<file path="src/idw_pkg.sv">
package idw_pkg;
  localparam int WORD_W = 16;
  localparam int IDX_W = 8;
  // Word indices
  localparam logic [7:0] W_CONFIG = 8'h00;
  localparam logic [7:0] W_CYLS = 8'h01;
  localparam logic [7:0] W_HEADS = 8'h03;
  localparam logic [7:0] W_SECTRK = 8'h06;
  localparam logic [7:0] W_SER_LO = 8'h0a;
  localparam logic [7:0] W_SER_HI = 8'h13;
  localparam logic [7:0] W_BUFSZ = 8'h15;
  localparam logic [7:0] W_ECCB = 8'h16;
  localparam logic [7:0] W_FW_LO = 8'h17;
  localparam logic [7:0] W_FW_HI = 8'h1a;
  localparam logic [7:0] W_MDL_LO = 8'h1b;
  localparam logic [7:0] W_MDL_HI = 8'h2e;
  localparam logic [7:0] W_MAXMUL = 8'h2f;
  localparam logic [7:0] W_CAPS = 8'h31;
  localparam logic [7:0] W_PIO = 8'h33;
  localparam logic [7:0] W_VALID = 8'h35;
  localparam logic [7:0] W_MULT = 8'h3b;
  localparam logic [7:0] W_LBA_LO = 8'h3c;
  localparam logic [7:0] W_LBA_HI = 8'h3d;
  localparam logic [7:0] W_MDMA = 8'h3f;
  localparam logic [7:0] W_APIO = 8'h40;
  localparam logic [7:0] W_MAJOR = 8'h50;
  localparam logic [7:0] W_SUP1 = 8'h52;
  localparam logic [7:0] W_SUP2 = 8'h53;
  localparam logic [7:0] W_ENA1 = 8'h55;
  localparam logic [7:0] W_ENA2 = 8'h56;
  localparam logic [7:0] W_UDMA = 8'h58;
  localparam logic [7:0] W_RSTRES = 8'h5d;
  // Fixed word values
  localparam logic [15:0] V_CONFIG = 16'h0040;
  localparam logic [15:0] V_CYLS = 16'h3fff;
  localparam logic [15:0] V_HEADS = 16'h0010;
  localparam logic [15:0] V_SECTRK = 16'h003f;
  localparam logic [15:0] V_BUFSZ = 16'h0400;
  localparam logic [15:0] V_ECCB = 16'h0004;
  localparam logic [15:0] V_MAXMUL = 16'h8010;
  localparam logic [15:0] V_CAPS = 16'h0b00;
  localparam logic [15:0] V_PIO = 16'h0400;
  localparam logic [15:0] V_VALID = 16'h0007;
  localparam logic [7:0] V_MDMA_SUP = 8'h07;
  localparam logic [15:0] V_APIO = 16'h0003;
  localparam logic [15:0] V_MAJOR = 16'h001e;
  localparam logic [15:0] V_SUP1 = 16'h346b;
  localparam logic [15:0] V_SUP2 = 16'h0008;
  localparam logic [4:0] V_UDMA_SUP = 5'h1f;
  localparam logic [7:0] ASCII_SPACE = 8'h20;
  localparam logic [31:0] V_LBA_DEF = 32'h01316af0;
  // Word 59 / 85 / 86 bit positions
  localparam int MULT_EN_BIT = 8;
  localparam int ENA_LOOK_BIT = 6;
  localparam int ENA_WC_BIT = 5;
  localparam int ENA_SEC_BIT = 1;
  localparam int ENA_SMART_BIT = 0;
  localparam int ENA_APM_BIT = 3;
  // Device-number method field encodings
  localparam logic [1:0] METH_RSVD = 2'h0;
  localparam logic [1:0] METH_JUMPER = 2'h1;
  localparam logic [1:0] METH_CSEL = 2'h2;
  localparam logic [1:0] METH_OTHER = 2'h3;

  typedef struct packed {
    logic lookAhead;
    logic writeCache;
    logic security;
    logic smart;
    logic apm;
  } idw_feat_t;

  typedef struct packed {
    logic multEn;
    logic [7:0] multCount;
    logic [7:0] mdmaMode;
    logic [4:0] udmaMode;
  } idw_mode_t;

  // Levels sampled while hardware reset runs
  typedef struct packed {
    logic cableHigh;
    logic isDev1;
    logic [1:0] method;
    logic dev1Diag;
    logic respForDev1;
    logic sawActive;
    logic sawDiag;
    logic diagPass;
  } idw_hwres_t;
endpackage

</file>
<file path="src/idw_builder.sv">
`timescale 1ns/1ps
`default_nettype none
// Notes on behaviour
// - Word 0 reports fixed, non-removable ATA device; bit 6 set.
// - Words 10-19 hold twenty-character serial number, right-justified.
// - Words 23-26 hold eight-character firmware revision, left-justified.
// - Words 27-46 hold forty-character model, left-justified, space padded.
// - Word 49 sets flow control, LBA and DMA; bits 13, 10 zero.
// - Word 51 high byte is 4, meaning PIO mode 4.
// - Word 53 flags words 88, 64-70 and 54-58 valid.
// - Word 59 shows multiple enable and 2/4/8/16 sector count.
// - Fixed 3FFF cylinders, 16 heads; words 60-61 give variant capacity.
// - Word 63 high byte current multiword DMA mode; modes 0-2 supported.
// - Word 64 flags advanced PIO modes 3 and 4.
// - Word 80 flags interface revisions 1 through 4.
// - Word 82 sets bits 13,12,10,6,5,3,1,0 only.
// - Word 83 sets only advanced power management support bit 3.
// - Word 85 reflects look-ahead, write cache, security, monitoring enables.
// - Word 86 bit 3 reflects advanced power management enabled.
// - Word 88 high field current ultra DMA mode; modes 0-4 supported.
// - Word 93 bits 12-0 change only during hardware reset.
// - Word 93 bit 15 zero, bit 14 one, bit 13 cable level.
// - Device 1 sets bit 8, diag bit 11, method 10-9; device 0 clears.
// - Device 0 sets bit 0 and bits 6-1; device 1 clears low byte.
// - Method fields: 01 jumper, 10 cable select, 11 other.
module idw_builder #(
  parameter int SER_CHARS = 20,
  parameter int FW_CHARS = 8,
  parameter int MDL_CHARS = 40,
  parameter logic [31:0] LBA_SECTORS = idw_pkg::V_LBA_DEF
) (
  // Clock and reset
  input wire logic core_clk,
  input wire logic rst_b,
  input wire logic clkEn,
  // Word request
  input wire logic rdReq,
  input wire logic [7:0] wordIdx,
  output logic rdValid,
  output logic [15:0] rdData,
  // Text fields, first character in the top byte
  input wire logic [SER_CHARS*8-1:0] serialText,
  input wire logic [FW_CHARS*8-1:0] fwText,
  input wire logic [MDL_CHARS*8-1:0] modelText,
  // Current settings
  input wire idw_pkg::idw_mode_t modes,
  input wire idw_pkg::idw_feat_t feats,
  // Hardware reset sensing
  input wire logic hwResetActive,
  input wire idw_pkg::idw_hwres_t hwSample
);
  import idw_pkg::*;

  typedef struct packed {
    logic valid;
    logic [15:0] data;
  } idw_state_t;
  idw_state_t st_reg, st_next;

  idw_hwres_t held;
  logic [15:0] serWord, fwWord, mdlWord;
  logic [15:0] rstWord;
  logic [SER_CHARS*8-1:0] serRight;
  logic [MDL_CHARS*8-1:0] mdlPadded;

  // Right-justify serial: leading NUL characters become spaces
  always_comb begin
    logic lead;
    lead = 1'b1;
    serRight = serialText;
    for (int c = SER_CHARS - 1; c >= 0; c--) begin
      if (lead && serialText[c*8 +: 8] == 8'h00) begin
        serRight[c*8 +: 8] = ASCII_SPACE;
      end else begin
        lead = 1'b0;
      end
    end
  end

  // Model padding: NUL positions become spaces
  always_comb begin
    mdlPadded = modelText;
    for (int c = 0; c < MDL_CHARS; c++) begin
      if (modelText[c*8 +: 8] == 8'h00) begin
        mdlPadded[c*8 +: 8] = ASCII_SPACE;
      end
    end
  end

  idw_text_rom #(.CHARS(SER_CHARS)) u_ser (
    .text(serRight),
    .offset(8'(wordIdx - W_SER_LO)),
    .word(serWord)
  );
  idw_text_rom #(.CHARS(FW_CHARS)) u_fw (
    .text(fwText),
    .offset(8'(wordIdx - W_FW_LO)),
    .word(fwWord)
  );
  idw_text_rom #(.CHARS(MDL_CHARS)) u_mdl (
    .text(mdlPadded),
    .offset(8'(wordIdx - W_MDL_LO)),
    .word(mdlWord)
  );

  idw_hwres_latch u_hwres (
    .core_clk(core_clk),
    .rst_b(rst_b),
    .clkEn(clkEn),
    .hwResetActive(hwResetActive),
    .sample(hwSample),
    .held(held)
  );

  // Word 93 assembly; reserved method code is shown as unknown
  always_comb begin
    logic [1:0] meth;
    meth = (held.method == METH_RSVD) ? METH_OTHER : held.method;
    rstWord = 16'h4000;
    rstWord[13] = held.cableHigh;
    if (held.isDev1) begin
      rstWord[11] = held.dev1Diag;
      rstWord[10:9] = meth;
      rstWord[8] = 1'b1;
    end else begin
      rstWord[6] = held.respForDev1;
      rstWord[5] = held.sawActive;
      rstWord[4] = held.sawDiag;
      rstWord[3] = held.diagPass;
      rstWord[2:1] = meth;
      rstWord[0] = 1'b1;
    end
  end

  always_comb begin
    logic [15:0] w;
    w = 16'h0000;
    if (wordIdx >= W_SER_LO && wordIdx <= W_SER_HI) begin
      w = serWord;
    end else if (wordIdx >= W_FW_LO && wordIdx <= W_FW_HI) begin
      w = fwWord;
    end else if (wordIdx >= W_MDL_LO && wordIdx <= W_MDL_HI) begin
      w = mdlWord;
    end else begin
      case (wordIdx)
        W_CONFIG: w = V_CONFIG;
        W_CYLS: w = V_CYLS;
        W_HEADS: w = V_HEADS;
        W_SECTRK: w = V_SECTRK;
        W_BUFSZ: w = V_BUFSZ;
        W_ECCB: w = V_ECCB;
        W_MAXMUL: w = V_MAXMUL;
        W_CAPS: w = V_CAPS;
        W_PIO: w = V_PIO;
        W_VALID: w = V_VALID;
        W_MULT: begin
          w[MULT_EN_BIT] = modes.multEn;
          w[7:0] = modes.multCount;
        end
        W_LBA_LO: w = LBA_SECTORS[15:0];
        W_LBA_HI: w = LBA_SECTORS[31:16];
        W_MDMA: w = {modes.mdmaMode, V_MDMA_SUP};
        W_APIO: w = V_APIO;
        W_MAJOR: w = V_MAJOR;
        W_SUP1: w = V_SUP1;
        W_SUP2: w = V_SUP2;
        W_ENA1: begin
          w[ENA_LOOK_BIT] = feats.lookAhead;
          w[ENA_WC_BIT] = feats.writeCache;
          w[ENA_SEC_BIT] = feats.security;
          w[ENA_SMART_BIT] = feats.smart;
        end
        W_ENA2: w[ENA_APM_BIT] = feats.apm;
        W_UDMA: w = {3'h0, modes.udmaMode, 3'h0, V_UDMA_SUP};
        W_RSTRES: w = rstWord;
        default: w = 16'h0000;
      endcase
    end
    st_next = st_reg;
    st_next.valid = rdReq;
    if (rdReq) begin
      st_next.data = w;
    end
  end

  always_ff @(posedge core_clk or negedge rst_b) begin
    if (!rst_b) begin
      st_reg <= '0;
    end else if (clkEn) begin
      st_reg <= st_next;
    end
  end

  assign rdValid = st_reg.valid;
  assign rdData = st_reg.data;

  property p_word0;
    @(posedge core_clk) disable iff (!rst_b)
      (clkEn && rdReq && wordIdx == W_CONFIG) |=> rdData == V_CONFIG;
  endproperty
  a_word0: assert property (p_word0)
    else $error("word 0 mismatch");

  property p_caps;
    @(posedge core_clk) disable iff (!rst_b)
      (clkEn && rdReq && wordIdx == W_CAPS) |=>
        rdData[11] && rdData[9] && rdData[8] && !rdData[13] && !rdData[10];
  endproperty
  a_caps: assert property (p_caps)
    else $error("word 49 capability bits wrong");

  property p_mult;
    @(posedge core_clk) disable iff (!rst_b)
      (clkEn && rdReq && wordIdx == W_MULT) |=>
        rdData == {7'h0, $past(modes.multEn), $past(modes.multCount)};
  endproperty
  a_mult: assert property (p_mult)
    else $error("word 59 does not follow multiple setting");

  property p_cyl_heads;
    @(posedge core_clk) disable iff (!rst_b)
      (clkEn && rdReq && (wordIdx == W_CYLS || wordIdx == W_HEADS)) |=>
        rdData == (($past(wordIdx) == W_CYLS) ? V_CYLS : V_HEADS);
  endproperty
  a_cyl_heads: assert property (p_cyl_heads)
    else $error("geometry word wrong");

  property p_mdma;
    @(posedge core_clk) disable iff (!rst_b)
      (clkEn && rdReq && wordIdx == W_MDMA) |=>
        rdData == {$past(modes.mdmaMode), V_MDMA_SUP};
  endproperty
  a_mdma: assert property (p_mdma)
    else $error("word 63 mismatch");

  property p_sup1;
    @(posedge core_clk) disable iff (!rst_b)
      (clkEn && rdReq && wordIdx == W_SUP1) |=> rdData == V_SUP1;
  endproperty
  a_sup1: assert property (p_sup1)
    else $error("word 82 mismatch");

  property p_apm;
    @(posedge core_clk) disable iff (!rst_b)
      (clkEn && rdReq && wordIdx == W_ENA2) |=>
        rdData == {12'h0, $past(feats.apm), 3'h0};
  endproperty
  a_apm: assert property (p_apm)
    else $error("word 86 mismatch");

  property p_rst_word;
    @(posedge core_clk) disable iff (!rst_b)
      (clkEn && rdReq && wordIdx == W_RSTRES) |=>
        rdData[15:14] == 2'h1 && (rdData[8] ^ rdData[0]) &&
        (rdData[8] ? rdData[7:0] == 8'h00 : rdData[12:8] == 5'h00);
  endproperty
  a_rst_word: assert property (p_rst_word)
    else $error("word 93 fixed bits or device split wrong");

  property p_undef_zero;
    @(posedge core_clk) disable iff (!rst_b)
      (clkEn && rdReq && wordIdx > W_RSTRES) |=> rdData == 16'h0000;
  endproperty
  a_undef_zero: assert property (p_undef_zero)
    else $error("undefined word not zero");

  property p_valid_follows;
    @(posedge core_clk) disable iff (!rst_b)
      clkEn |=> rdValid == $past(rdReq);
  endproperty
  a_valid_follows: assert property (p_valid_follows)
    else $error("read answer timing wrong");

  property p_pio;
    @(posedge core_clk) disable iff (!rst_b)
      (clkEn && rdReq && wordIdx == W_PIO) |=> rdData == V_PIO;
  endproperty
  a_pio: assert property (p_pio)
    else $error("word 51 mismatch");

  property p_ena1;
    @(posedge core_clk) disable iff (!rst_b)
      (clkEn && rdReq && wordIdx == W_ENA1) |=>
        rdData == {9'h000, $past(feats.lookAhead), $past(feats.writeCache),
          3'h0, $past(feats.security), $past(feats.smart)};
  endproperty
  a_ena1: assert property (p_ena1)
    else $error("word 85 does not follow feature enables");

  property p_udma;
    @(posedge core_clk) disable iff (!rst_b)
      (clkEn && rdReq && wordIdx == W_UDMA) |=>
        rdData == {3'h0, $past(modes.udmaMode), 3'h0, V_UDMA_SUP};
  endproperty
  a_udma: assert property (p_udma)
    else $error("word 88 mismatch");

  c_read_serial: cover property (@(posedge core_clk) disable iff (!rst_b)
    clkEn && rdReq && wordIdx == W_SER_LO);
  c_read_rst: cover property (@(posedge core_clk) disable iff (!rst_b)
    clkEn && rdReq && wordIdx == W_RSTRES);
  c_hw_reset: cover property (@(posedge core_clk) disable iff (!rst_b)
    clkEn && hwResetActive ##1 !hwResetActive);
  c_read_dev1: cover property (@(posedge core_clk) disable iff (!rst_b)
    clkEn && rdReq && wordIdx == W_RSTRES && held.isDev1);
  c_frozen: cover property (@(posedge core_clk) disable iff (!rst_b)
    !clkEn && hwResetActive);
endmodule
`default_nettype wire

</file>
<file path="src/idw_text_rom.sv">
`timescale 1ns/1ps
`default_nettype none
// Selects one 16-bit word from a packed character field, first char high
module idw_text_rom #(
  parameter int CHARS = 20
) (
  // Field
  input wire logic [CHARS*8-1:0] text,
  input wire logic [7:0] offset,
  // Word
  output logic [15:0] word
);
  import idw_pkg::*;
  localparam int WORDS = CHARS / 2;
  logic [15:0] words [WORDS];

  genvar i;
  generate
    for (i = 0; i < WORDS; i++) begin : g_w
      assign words[i] = text[CHARS*8-1-16*i -: 16];
    end
  endgenerate

  always_comb begin
    word = 16'h0000;
    if (32'(offset) < WORDS) begin
      word = words[offset[$clog2(WORDS)-1:0]];
    end
  end
endmodule
`default_nettype wire

</file>
<file path="src/idw_hwres_latch.sv">
`timescale 1ns/1ps
`default_nettype none
// Captures word 93 inputs only while hardware reset is executing
module idw_hwres_latch (
  // Clock and reset
  input wire logic core_clk,
  input wire logic rst_b,
  input wire logic clkEn,
  // Capture
  input wire logic hwResetActive,
  input wire idw_pkg::idw_hwres_t sample,
  // Result
  output idw_pkg::idw_hwres_t held
);
  import idw_pkg::*;
  typedef struct packed {
    idw_hwres_t res;
  } idw_latch_state_t;
  idw_latch_state_t st_reg, st_next;

  always_comb begin
    st_next = st_reg;
    if (hwResetActive) begin
      st_next.res = sample;
    end
  end

  always_ff @(posedge core_clk or negedge rst_b) begin
    if (!rst_b) begin
      st_reg <= '0;
    end else if (clkEn) begin
      st_reg <= st_next;
    end
  end

  assign held = st_reg.res;

  property p_hold_outside_reset;
    @(posedge core_clk) disable iff (!rst_b)
      (clkEn && !hwResetActive) |=> $stable(held);
  endproperty
  a_hold_outside_reset: assert property (p_hold_outside_reset)
    else $error("word 93 capture changed outside hardware reset");
endmodule
`default_nettype wire

</file>
<file path="config.mk">
export PLATFORM = sky130hd
export DESIGN_NAME = idw_builder
export DESIGN_NICKNAME = d
export VERILOG_FILES = /design/src/idw_pkg.sv /design/src/idw_builder.sv /design/src/idw_text_rom.sv /design/src/idw_hwres_latch.sv
export SDC_FILE = /design/constraint.sdc
export NUM_CORES = 1
export LEC_CHECK = 0
export BUFFER_PORTS_ARGS = -buffer_cell sky130_fd_sc_hd__buf_2
export CELL_PAD_IN_SITES_DETAIL_PLACEMENT = 1
export CELL_PAD_IN_SITES_GLOBAL_PLACEMENT = 1
export CORE_AREA = 2 2 240 242
export DETAILED_ROUTE_END_ITERATION = 7
export DIE_AREA = 0 0 242 244
export GPL_TIMING_DRIVEN = 0
export PLACE_DENSITY_LB_ADDON = 0.08
export SYNTH_ARGS = -nofsm -noshare
export SYNTH_HDL_FRONTEND = slang
export SYNTH_SLANG_ARGS = --single-unit
</file>
<file path="constraint.sdc">
create_clock -name core_clk -period 4.47 [get_ports core_clk]
set_input_delay 0.6705 -clock core_clk [delete_from_list [all_inputs] [get_ports core_clk]]
set_output_delay 0.6705 -clock core_clk [all_outputs]
set_load 0.05 [all_outputs]
</file>
# --- Word-level counts from Yosys, hierarchy flattened ---
# Index checks and enable logic that the tools add are counted.
# Widths: inputs -> output; s select.
classes:
  order_cmp: 12
  n_eq_ne: 21
  reduce_logical: 94
  bitwise: 3
  muxes: 104
  n_addsub: 3
op_table:
  columns: ["cell", "count"]
  rows:
  - ["$logic_not 8->1", 61]
  - ["$mux 8", 60]
  - ["$mux 16", 12]
  - ["$bmux 16 s5", 1]
  - ["$bmux 16 s4", 1]
  - ["$eq 8x6->1 const B", 8]
  - ["$eq 8x7->1 const B", 8]
  - ["$pmux 7 s9", 1]
  - ["$bmux 16 s2", 1]
  - ["$pmux 2 s6", 2]
  - ["$logic_and 1x1->1", 22]
  - ["$mux 1", 19]
  - ["$eq 8x5->1 const B", 2]
  - ["$ge 8x5->1 const B", 2]
  - ["$le 8x5->1 const B", 2]
  - ["$sub 8x5->8 const B", 2]
  - ["$pmux 2 s7", 1]
  - ["$reduce_or 7->1", 2]
  - ["$eq 8x1->1 const B", 1]
  - ["$eq 8x2->1 const B", 1]
  - ["$eq 8x3->1 const B", 1]
  - ["$ge 8x4->1 const B", 1]
  - ["$le 8x6->1 const B", 1]
  - ["$lt 8x3->1 const B", 1]
  - ["20 further kinds", 24]
word_totals:
  word_cells: 247
  register_bits: 26
  in_bits: 593
  out_inout_bits: 17

# --- Logic depth before layout (Yosys ltp) ---
# Gate-level depths: netlist of run 1.
depth:
  depth_word: 45
  ltp_mapped: 16
  mapped_depth_nobuf: 9

# --- Modules after synthesis ---
# Synthesis of run 1 repeated with hierarchy kept, for this count alone.
unflattened:
  hier_cells: 1373
  hier_area_um2: 10137.2
modules_own_cells:
  columns: ["mod", "area_each_um2", "cells_each", "seq_area_each_um2", "instances"]
  rows:
  - ["idw_builder", 5056.1, 920, 425.4, 1]
  - ["idw_text_rom at u_mdl", 2808.9, 267, 0.0, 1]
  - ["idw_text_rom at u_ser", 1386.3, 127, 0.0, 1]
  - ["idw_text_rom at u_fw", 548.0, 40, 0.0, 1]
  - ["idw_hwres_latch", 337.8, 19, 225.2, 1]

# --- Worst setup path before layout of run 1 ---
# OpenSTA, ideal clock, no wires.
synth_timing:
  kind: "input-to-reg"
  startpoint: "input port wordIdx[0]"
  endpoint: "register st_reg, in the netlist rdData[0]"
  n_path_buf: 8
  required_ps: 4344
  arrival_ps: 3826
  setup_slack_ps: 518
  stages: 15
  setup_ps: 126
  cell_sequence: "buf_4 -> buf_2 -> buf_4 -> inv_2 -> clkbuf_1 -> ha_1 -> buf_2 -> buf_2 -> buf_1 -> buf_1 -> mux4_2 -> a22oi_1 -> a21oi_1 -> o21ai_0 -> a21oi_1"
synth_via:
  elab_chain_len: 9
  word_cells_on_any_way: 47
  cone_classes: "3 x add/sub; 9 x order compare; 12 x eq/ne; 16 x mux; 3 x bitwise; 4 x reduce/logical"
synth_rtl:
  columns: ["item", "line_no", "text"]
  rows:
  - ["from (decl)", "idw_builder.sv:38", "input wire logic [7:0] wordIdx,"]
  - ["$sub 8x5->8", "idw_builder.sv:102", ".offset(8'(wordIdx - W_MDL_LO)),"]
  - ["$not 5->6 (not written as such)", "idw_text_rom.sv:27", "word = words[offset[$clog2(WORDS)-1:0]];"]
  - ["$bmux 16 s5", "idw_text_rom.sv:27", null]
  - ["$mux 16 (not written as such) (2 in series)", "idw_text_rom.sv:27", null]
  - ["$mux 16", "idw_text_rom.sv:26", "if (32'(offset) < WORDS) begin"]
  - ["$mux 16", "idw_builder.sv:142", "end else if (wordIdx >= W_MDL_LO && wordIdx <= W_MDL_HI) begin"]
  - ["$mux 16", "idw_builder.sv:140", "end else if (wordIdx >= W_FW_LO && wordIdx <= W_FW_HI) begin"]
  - ["$mux 16 *", "idw_builder.sv:138", "if (wordIdx >= W_SER_LO && wordIdx <= W_SER_HI) begin"]
  - ["to (signal assigned)", "idw_builder.sv:190", "st_reg <= st_next;"]
  - ["to (decl)", "idw_builder.sv:58", "idw_state_t st_reg, st_next;"]
# Mark *: on every way between the ends. The rest lies on a longest branch, timed or not. The select of a mux whose other input is x is not followed.
# A chain may end at the register's enable or synchronous reset.

# --- Worst setup path after layout of run 1 ---
layout_timing:
  startpoint: "input port wordIdx[1]"
  endpoint: "register st_reg, in the netlist rdData[11]"
# The elaborated chain is that of the path after synthesis.

==> impl_metrics.env, run 1 <==
export IMPL_outcome="completed"
export IMPL_dr_total_vias=11300
export IMPL_grt_pass1_wl_um=102000
export IMPL_synth_async_sr_flop_share_pct=100
export IMPL_synth_compound_area_share_pct=20.7
export IMPL_drive_above_1_share_pct=55.1
export IMPL_yosysWarnings=0
export IMPL_syn_cell_area_um2=7790
export IMPL_min_period_ns=4.35
export IMPL_design_portCount=610
export IMPL_place_gp_congestion=0.893
export IMPL_n_fill_cell=6879
export IMPL_post_place_ws_ns=-2.88
export IMPL_cts_sink_count=26
export IMPL_number_of_synthesized_flops_with_an_enable_pin=0
export IMPL_cp_startpoint="wordIdx[1]"
export IMPL_synth_xor_area_share_pct=1.12
export IMPL_muxShareOfSynthArea_pct=38.7
export IMPL_worst_reg_to_reg_path_cell_count=7
export IMPL_initial_core_util_pct=13.9
export IMPL_final_total_power_uw=1930
export IMPL_slew_headroom_pct=30.7
export IMPL_worstSetupEndpoint="rdData[11]$_DFFE_PN0P_"
export IMPL_worst_slew_pin_slew_ns=1.03
export IMPL_worst_ir_drop_on_vdd_uv=141
export IMPL_layout_area_overhead_vs_synth_pct=55.1
export IMPL_final_min_period_over_clock_period_pct=97.3
export IMPL_nets=2088
export IMPL_grt_total_usage_pct=24.1
export IMPL_setup_slack_on_the_worst_flop_to_flop_path_ns=2.19
export IMPL_detailed_place_hpwl_um=65600
export IMPL_net_count_of_the_mapped_netlist=1477
export IMPL_dieWidth_um=242
export IMPL_worst_setup_hold_path_clk_slew_ns=0.07
export IMPL_synth_cells_most_frequent="mux4_2, nand2_1, nor4_1, a21oi_1"
export IMPL_cts_htree_levels=1
export IMPL_critical_path_slowest_cell="buf_2"
export IMPL_cts_buffers=3
export IMPL_worst_clock_skew_ns=0.00338
export IMPL_critical_path_required_ns=4.62
export IMPL_synth_top_area_share_pct=33.8
export IMPL_detail_route_wirelength_um=74000
export IMPL_detail_route_wl_per_cell_um=32.9
export IMPL_synthTopCellsByArea="mux4_2, dfrtp_1, nor4_1"
export IMPL_clock_tree_buffer_depth=2
export IMPL_grt_antenna_before_repair=17
export IMPL_yosys_area_share_simple_pct=25.4
export IMPL_avgSynthCellArea_um2=8.88
export IMPL_number_of_global_route_vias_before_repair=12700
export IMPL_number_of_library_cell_types_mapped_by_synthesis=71
export IMPL_reg2reg_to="rdData[2]$_DFFE_PN0P_"
export IMPL_final_hold_viol_count=0
export IMPL_grt_overflow_total=0
export IMPL_synth_top_family_by_area="multiplexers"
export IMPL_yosys_area_top_type="mux4_2"
export IMPL_postLayoutSetupSlackWorst_ns=0.122
export IMPL_synth_adder_area_share_pct=1.12
export IMPL_cts_root_buffer_cell="clkbuf_16"
export IMPL_critPathArrivalTime_ns=4.50
export IMPL_report_final_setup_viol=0
export IMPL_cts_hold_buf=0
export IMPL_crit_path_max_fanout=12
export IMPL_syn_instance_count=877
export IMPL_buffer_ports_inserted=608
export IMPL_fin_cells=2249
export IMPL_numPlacedInstances=2241
export IMPL_cap_viol_max_count=0
export IMPL_core_region_area_um2=56200
export IMPL_power_leakage_uw=0.00497
export IMPL_clock_tree_from_tritoncts="built"
export IMPL_worstHoldPathType="in -> async"
export IMPL_clock_fmax_mhz=230
export IMPL_criticalPathCategory="in -> reg"
export IMPL_rsz0062_at_grt="false"
export IMPL_dieArea_um2=59000
export IMPL_setup_worst_path_start_class="input port"
export IMPL_synth_ff_latch_count=26
export IMPL_vert_die_dim_um=244
export IMPL_timing_rr_start="u_hwres.held[7]$_DFFE_PN0P_"
export IMPL_power_per_cell_area_nw_per_um2=160
export IMPL_postSynth_topFlopCell="dfrtp_1"
export IMPL_post_drt_via_cell_ratio=5.02
export IMPL_pin_count_of_the_biggest_net_entering_global_routing=27
export IMPL_yosysSeqAreaShare_pct=8.35
export IMPL_postCtsSetupBuffers=0
export IMPL_floorplan_rows=87
export IMPL_detail_route_first_pass_iterations=5
export IMPL_ant_nets=0
export IMPL_post_synth_top_count_cell="mux4_2"
export IMPL_drt_drc_violations_left=0
export IMPL_drv_slew=0
export IMPL_cp_cell_sequence="buf_2 > buf_2 > clkinv_1 > buf_2 > ha_1 > buf_4 > buf_6 > buf_6 > buf_4 > mux4_2 > a22oi_1 > a21oi_1 > o21ai_2 > a21oi_1"
export IMPL_drt_first_iter_violations=660
export IMPL_worst_skew_pair_late_latency_ns=0.27
export IMPL_cell_type_with_the_highest_occurrence_count_on_the_critical_path="buf_2"
export IMPL_post_route_util_pct=21.5
export IMPL_endpoint_kind="register"
export IMPL_critical_path_max_stage_delay_ns=0.36
power breakdown:
| group | switching, uW | internal [uW] | total [uW] | leakage [uW] |
|---|---|---|---|---|
| logic | 837 | 582 | 1420 | 0.00461 |
| registers | 22.6 | 263 | 286 | 0.000320 |
| clock network | 88.0 | 137 | 225 | 0.0000442 |
| total | 948 | 983 | 1930 | 0.00497 |
worst min path at each step:
stage                     startpoint                           to  cells after the start
6_report                       rst_b          rdValid$_DFFE_PN0P_                      1
5_1_grt                        rst_b  u_hwres.held[5]$_DFFE_PN0P_                      1
4_1_cts                        rst_b          rdValid$_DFFE_PN0P_                      1
3_5_place_dp   rdData[1]$_DFFE_PN0P_        rdData[1]$_DFFE_PN0P_                      2
3_3_place_gp   rdData[1]$_DFFE_PN0P_        rdData[1]$_DFFE_PN0P_                      2
2_1_floorplan                  rst_b        rdData[0]$_DFFE_PN0P_                      0
layout make-up:
class	count	area [um^2]	share of cell area (%)
timing repair buffer	608	3040	25.2
buffer	69	422	3.49
tap	756	946	7.83
multi-input combinational	772	6880	57.0
sequential	26	651	5.39
inverter	8	30.0	0.249
antenna	6	15.0	0.124
clock buffer	4	88.8	0.736
cell usage in the layout (no fill, tap or decap), drive strengths merged, types with 4 or more instances in the layout:
cell	Yosys	final
nor2b	7	7
mux4	117	117
o21ai	34	34
a2111oi	4	4
o31ai	16	16
o211ai	6	6
clkbuf	33	35
inv	7	7
xnor2	7	7
a221oi	5	5
a211oi	27	27
diode	0	6
dfrtp	26	26
o22ai	8	8
ha	7	7
o311ai	7	7
or4	19	19
nand2b	9	9
nor4	80	80
mux2i	20	20
and2	8	8
a31oi	11	11
nor3	44	44
a22oi	30	30
a21oi	54	54
nand4	18	18
a221o	4	4
and3	12	12
nand3	24	24
buf	38	646
nand2	89	89
mux2	16	16
nor2	44	44
metrics by stage:
step                      setup TNS (ns)  hold slack, ns  area [um^2]
after floorplan                        0           0.375         7790
after global placement            -39.45           0.469        11800
after detailed placement          -39.96           0.483        11800
after CTS                              0           0.456        12000
after global routing                   0           0.478        12100
final                                  0           0.434        12100
sequential cells by signal, summed over array words and instances (netlist names):
register / count
rdData: 16
u_hwres.held: 9
rdValid: 1
worst max-delay path: cells and delay by family:
family | cells | cell delay [ns]
buffers and inverters | 8 | 2.19
AO/OA/AOI/OAI | 4 | 0.87
multiplexers | 1 | 0.36
adder cells (fa/ha/maj) | 1 | 0.33
repair_timing:
| item | in CTS | in global routing |
|---|---|---|
| gates cloned | 0 | 0 |
| endpoints found under the hold margin | 0 | 0 |
| pin swaps | 3 | 1 |
| resized for setup | 69 | 13 |
| endpoints found under the setup margin | 16 | 16 |
layer usage:
metal | global-route usage, % | vias to the layer above | routed length (um)
met4 | 2.18 | 16 | 701
met2 | 43.1 | 449 | 37000
met3 | 3.60 | 53 | 3540
met1 | 31.7 | 5831 | 32600
li1 | - | 4952 | -
met5 | 0 | - | 90
cell families (layout without fill, tap and decap cells):
kind of cell | Yosys count | in the layout
buf+inv | 79 | 689
fa+ha+maj | 7 | 7
mux | 153 | 153
flops | 26 | 26
simple gates | 367 | 367
compound gates | 235 | 235
other cells | 0 | 6
xor+xnor | 10 | 10
No activity file was read; power rests on OpenSTA's default activity.
==> run 2, diff against run 1 <==
Settings changed: ABC_AREA set to 1, CORE_AREA 2 2 240 242 to 2 2 236 238, DIE_AREA 0 0 242 244 to 0 0 238 240.
==> run 2 against run 1 <==
Compared with the run above:
- global-route usage increased by 4.9 points
- count of clock-buffer cells in the layout shrank 1
- die area down 3.3%
- power rose by 4.8%
- sequential share of layout area shrank 0.18 points
- cell count grew 30%
- register-to-register slack better by 0.14 ns
- core utilization is 1.4 points higher
- cell area increased by 3.5%
- first-iteration DRC count increased by 55%
- highest routed layer unchanged
==> impl_metrics.env, run 2 <==
export IMPL_cp_startpoint="wordIdx[0]"
export IMPL_floorplan_rows=86
export IMPL_clock_tree_from_tritoncts="built"
export IMPL_mostFrequentLayoutCells="buf_2, nand2_1, nor2_1, a21oi_1, o21ai_0"
export IMPL_worst_ir_drop_on_vdd_uv=176
export IMPL_yosysSeqAreaShare_pct=7.75
export IMPL_vert_die_dim_um=240
export IMPL_critPathArrivalTime_ns=4.51
export IMPL_endpoint_kind="register"
export IMPL_synth_top_area_share_pct=16.1
export IMPL_rsz0062_at_grt="false"
export IMPL_buffer_ports_inserted=607
export IMPL_grt_pass1_wl_um=118000
export IMPL_setup_total_negative_slack_ns=0
export IMPL_core_region_area_um2=54700
export IMPL_pwr_share_seq_pct=13.9
export IMPL_clock_fmax_mhz=232
export IMPL_cts_root_buffer_cell="clkbuf_16"
export IMPL_cts_sink_count=26
export IMPL_worst_clock_skew_ns=0.00632
export IMPL_design_portCount=610
export IMPL_power_leakage_uw=0.00584
export IMPL_grt_overflow_total=0
export IMPL_number_of_library_cell_types_mapped_by_synthesis=57
export IMPL_power_per_cell_area_nw_per_um2=162
export IMPL_cts_buffers=3
export IMPL_detail_route_wirelength_um=86400
export IMPL_syn_cell_area_um2=8390
export IMPL_yosysWarnings=0
export IMPL_dieArea_um2=57100
export IMPL_cap_viol_max_count=0
export IMPL_n_fill_cell=7246
export IMPL_hold_worst_slack_ns=0.426
export IMPL_net_count_of_the_mapped_netlist=2174
export IMPL_report_final_setup_viol=0
export IMPL_post_drt_via_cell_ratio=5.15
export IMPL_synth_async_sr_flop_share_pct=100
export IMPL_min_period_ns=4.30
export IMPL_timing_rr_start="u_hwres.held[6]$_DFFE_PN0P_"
export IMPL_slew_headroom_pct=25.0
export IMPL_synth_ff_latch_count=26
export IMPL_cts_htree_levels=1
export IMPL_worst_setup_hold_path_clk_slew_ns=0.08
export IMPL_internal_power_uw=921
export IMPL_grt_total_usage_pct=29.0
export IMPL_synthTopCellsByArea="nand2_1, a21oi_1, nor2_1"
export IMPL_worstHoldPathType="in -> async"
export IMPL_drv_slew=0
export IMPL_crit_path_max_fanout=20
export IMPL_final_min_period_over_clock_period_pct=96.2
export IMPL_ant_nets=0
export IMPL_layout_cells_most_common="buf_2"
export IMPL_criticalPathCategory="in -> reg"
export IMPL_detail_route_wl_per_cell_um=29.7
export IMPL_power_switching_uw=1100
export IMPL_number_of_synthesized_flops_with_an_enable_pin=0
export IMPL_drt_drc_violations_left=0
export IMPL_place_gp_congestion=0.943
export IMPL_dieWidth_um=238
export IMPL_grt_antenna_before_repair=50
export IMPL_critical_path_required_ns=4.67
export IMPL_nets=2783
export IMPL_avgSynthCellArea_um2=5.33
export IMPL_cts_hold_buf=0
export IMPL_detail_route_first_pass_iterations=5
export IMPL_drt_first_iter_violations=1025
export IMPL_yosys_area_top_type="nand2_1"
export IMPL_outcome="completed"
export IMPL_setup_worst_path_start_class="input port"
export IMPL_drive_above_1_share_pct=32.2
export IMPL_clock_tree_buffer_depth=2
export IMPL_post_synth_top_count_cell="nand2_1"
export IMPL_synth_cells_most_frequent="nand2_1, nor2_1, a21oi_1, o21ai_0, inv_1"
export IMPL_syn_instance_count=1574
export IMPL_worst_skew_pair_late_latency_ns=0.28
export IMPL_pin_count_of_the_biggest_net_entering_global_routing=27
export IMPL_switching_share_pct=54.5
export IMPL_layout_area_overhead_vs_synth_pct=49.0
export IMPL_worst_slew_pin_slew_ns=1.12
export IMPL_pwr_share_comb_pct=72.3
export IMPL_detailed_place_hpwl_um=75200
export IMPL_dr_total_vias=15000
export IMPL_number_of_global_route_vias_before_repair=15700
export IMPL_final_hold_viol_count=0
export IMPL_power_frac_clock_pct=13.7
export IMPL_largest_register_ff_count=16
export IMPL_initial_core_util_pct=15.4
export IMPL_postSynth_topFlopCell="dfrtp_1"
==> run 2: cell families after synthesis <==
group	Yosys count	synth area share [%]
compound gates	515	37.7
simple gates	802	41.8
mux	6	0.790
fa+ha+maj	7	1.04
xor+xnor	4	0.417
flops	26	7.75
buf+inv	214	10.4
==> run 2: per-layer routing <==
metal  vias to the layer above  part of all wire, %  routed length (um)  track usage [%]
met5                         -                 0.29                 249                0
met1                      7281                   40               34800             34.2
met4                        42                  2.8                2450             8.31
met2                       645                   49               42700             51.9
met3                       148                  7.2                6230             6.98
li1                       6902                    -                   -                -
==> run 2: layout make-up <==
cell class	instances	area, um^2	share of cell area, %
clock buffers	3	75.1	0.601
well taps	704	881	7.05
flip-flops and latches	26	651	5.20
plain buffers	108	502	4.01
repair buffers	607	3040	24.3
inverters	103	387	3.09
clock inverters	1	30.0	0.240
multi-input cells	1334	6870	54.9
diodes	29	72.6	0.581
==> run 2: worst paths after layout <==
| kind | to | slack (ns) | depth (start not counted) |
|---|---|---|---|
| setup / recovery | rdData[12]$_DFFE_PN0P_ | 0.17 | 19 |
| hold / removal | u_hwres.held[3]$_DFFE_PN0P_ | 0.43 | 1 |
| setup reg to reg | rdData[1]$_DFFE_PN0P_ | 2.33 | 8 |
| hold reg to reg | u_hwres.held[1]$_DFFE_PN0P_ | 0.52 | 1 |
| max in group asynchronous | rdData[7]$_DFFE_PN0P_ | 3.60 | 1 |
| min in group core_clk | u_hwres.held[1]$_DFFE_PN0P_ | 0.52 | 1 |
==> run 2: through the flow <==
| step | setup slack [ns] | util [%] | power [uW] | instances | area, um^2 |
|---|---|---|---|---|---|
| after CTS | 0.0398 | 22.7 | 2020 | 2886 | 12400 |
| after detailed placement | -2.08 | 22.5 | 1740 | 2885 | 12300 |
| final | 0.168 | 22.9 | 2020 | 2915 | 12500 |
| after floorplan | 0.900 | - | 931 | 1574 | 8390 |
| after global routing | 0.00736 | 22.8 | 2140 | 2904 | 12500 |
| after global placement | -1.95 | 22.5 | 1730 | 2885 | 12300 |
==> run 2: worst max-delay path, cell delays in order <==
cell	delay (ns)
buf_2	0.17
inv_1	0.11
buf_6	0.26
buf_6	0.31
ha_1	0.28
buf_2	0.24
inv_1	0.14
buf_2	0.27
buf_4	0.27
a21oi_1	0.05
o21ai_0	0.09
nand3_1	0.13
o311ai_1	0.19
o221ai_1	0.30
nand2_1	0.13
nand3_1	0.21
a21oi_1	0.35
a41oi_1	0.12
a31oi_1	0.17
==> run 2: power groups by stage <==
stage	Sequential (uW)	Clock [uW]	Combinational, uW
3_3_place_gp	286	0	1450
5_1_grt	287	290	1560
2_1_floorplan	351	0	580
3_5_place_dp	287	0	1450
4_1_cts	282	282	1460
6_report	282	278	1460
==> run 2: repair_timing <==
| item | in CTS | in global routing |
|---|---|---|
| resized for setup | 10 | 9 |
| setup endpoints to repair | 16 | 11 |
| hold endpoints to repair | 0 | 0 |
| setup buffers | 0 | 0 |
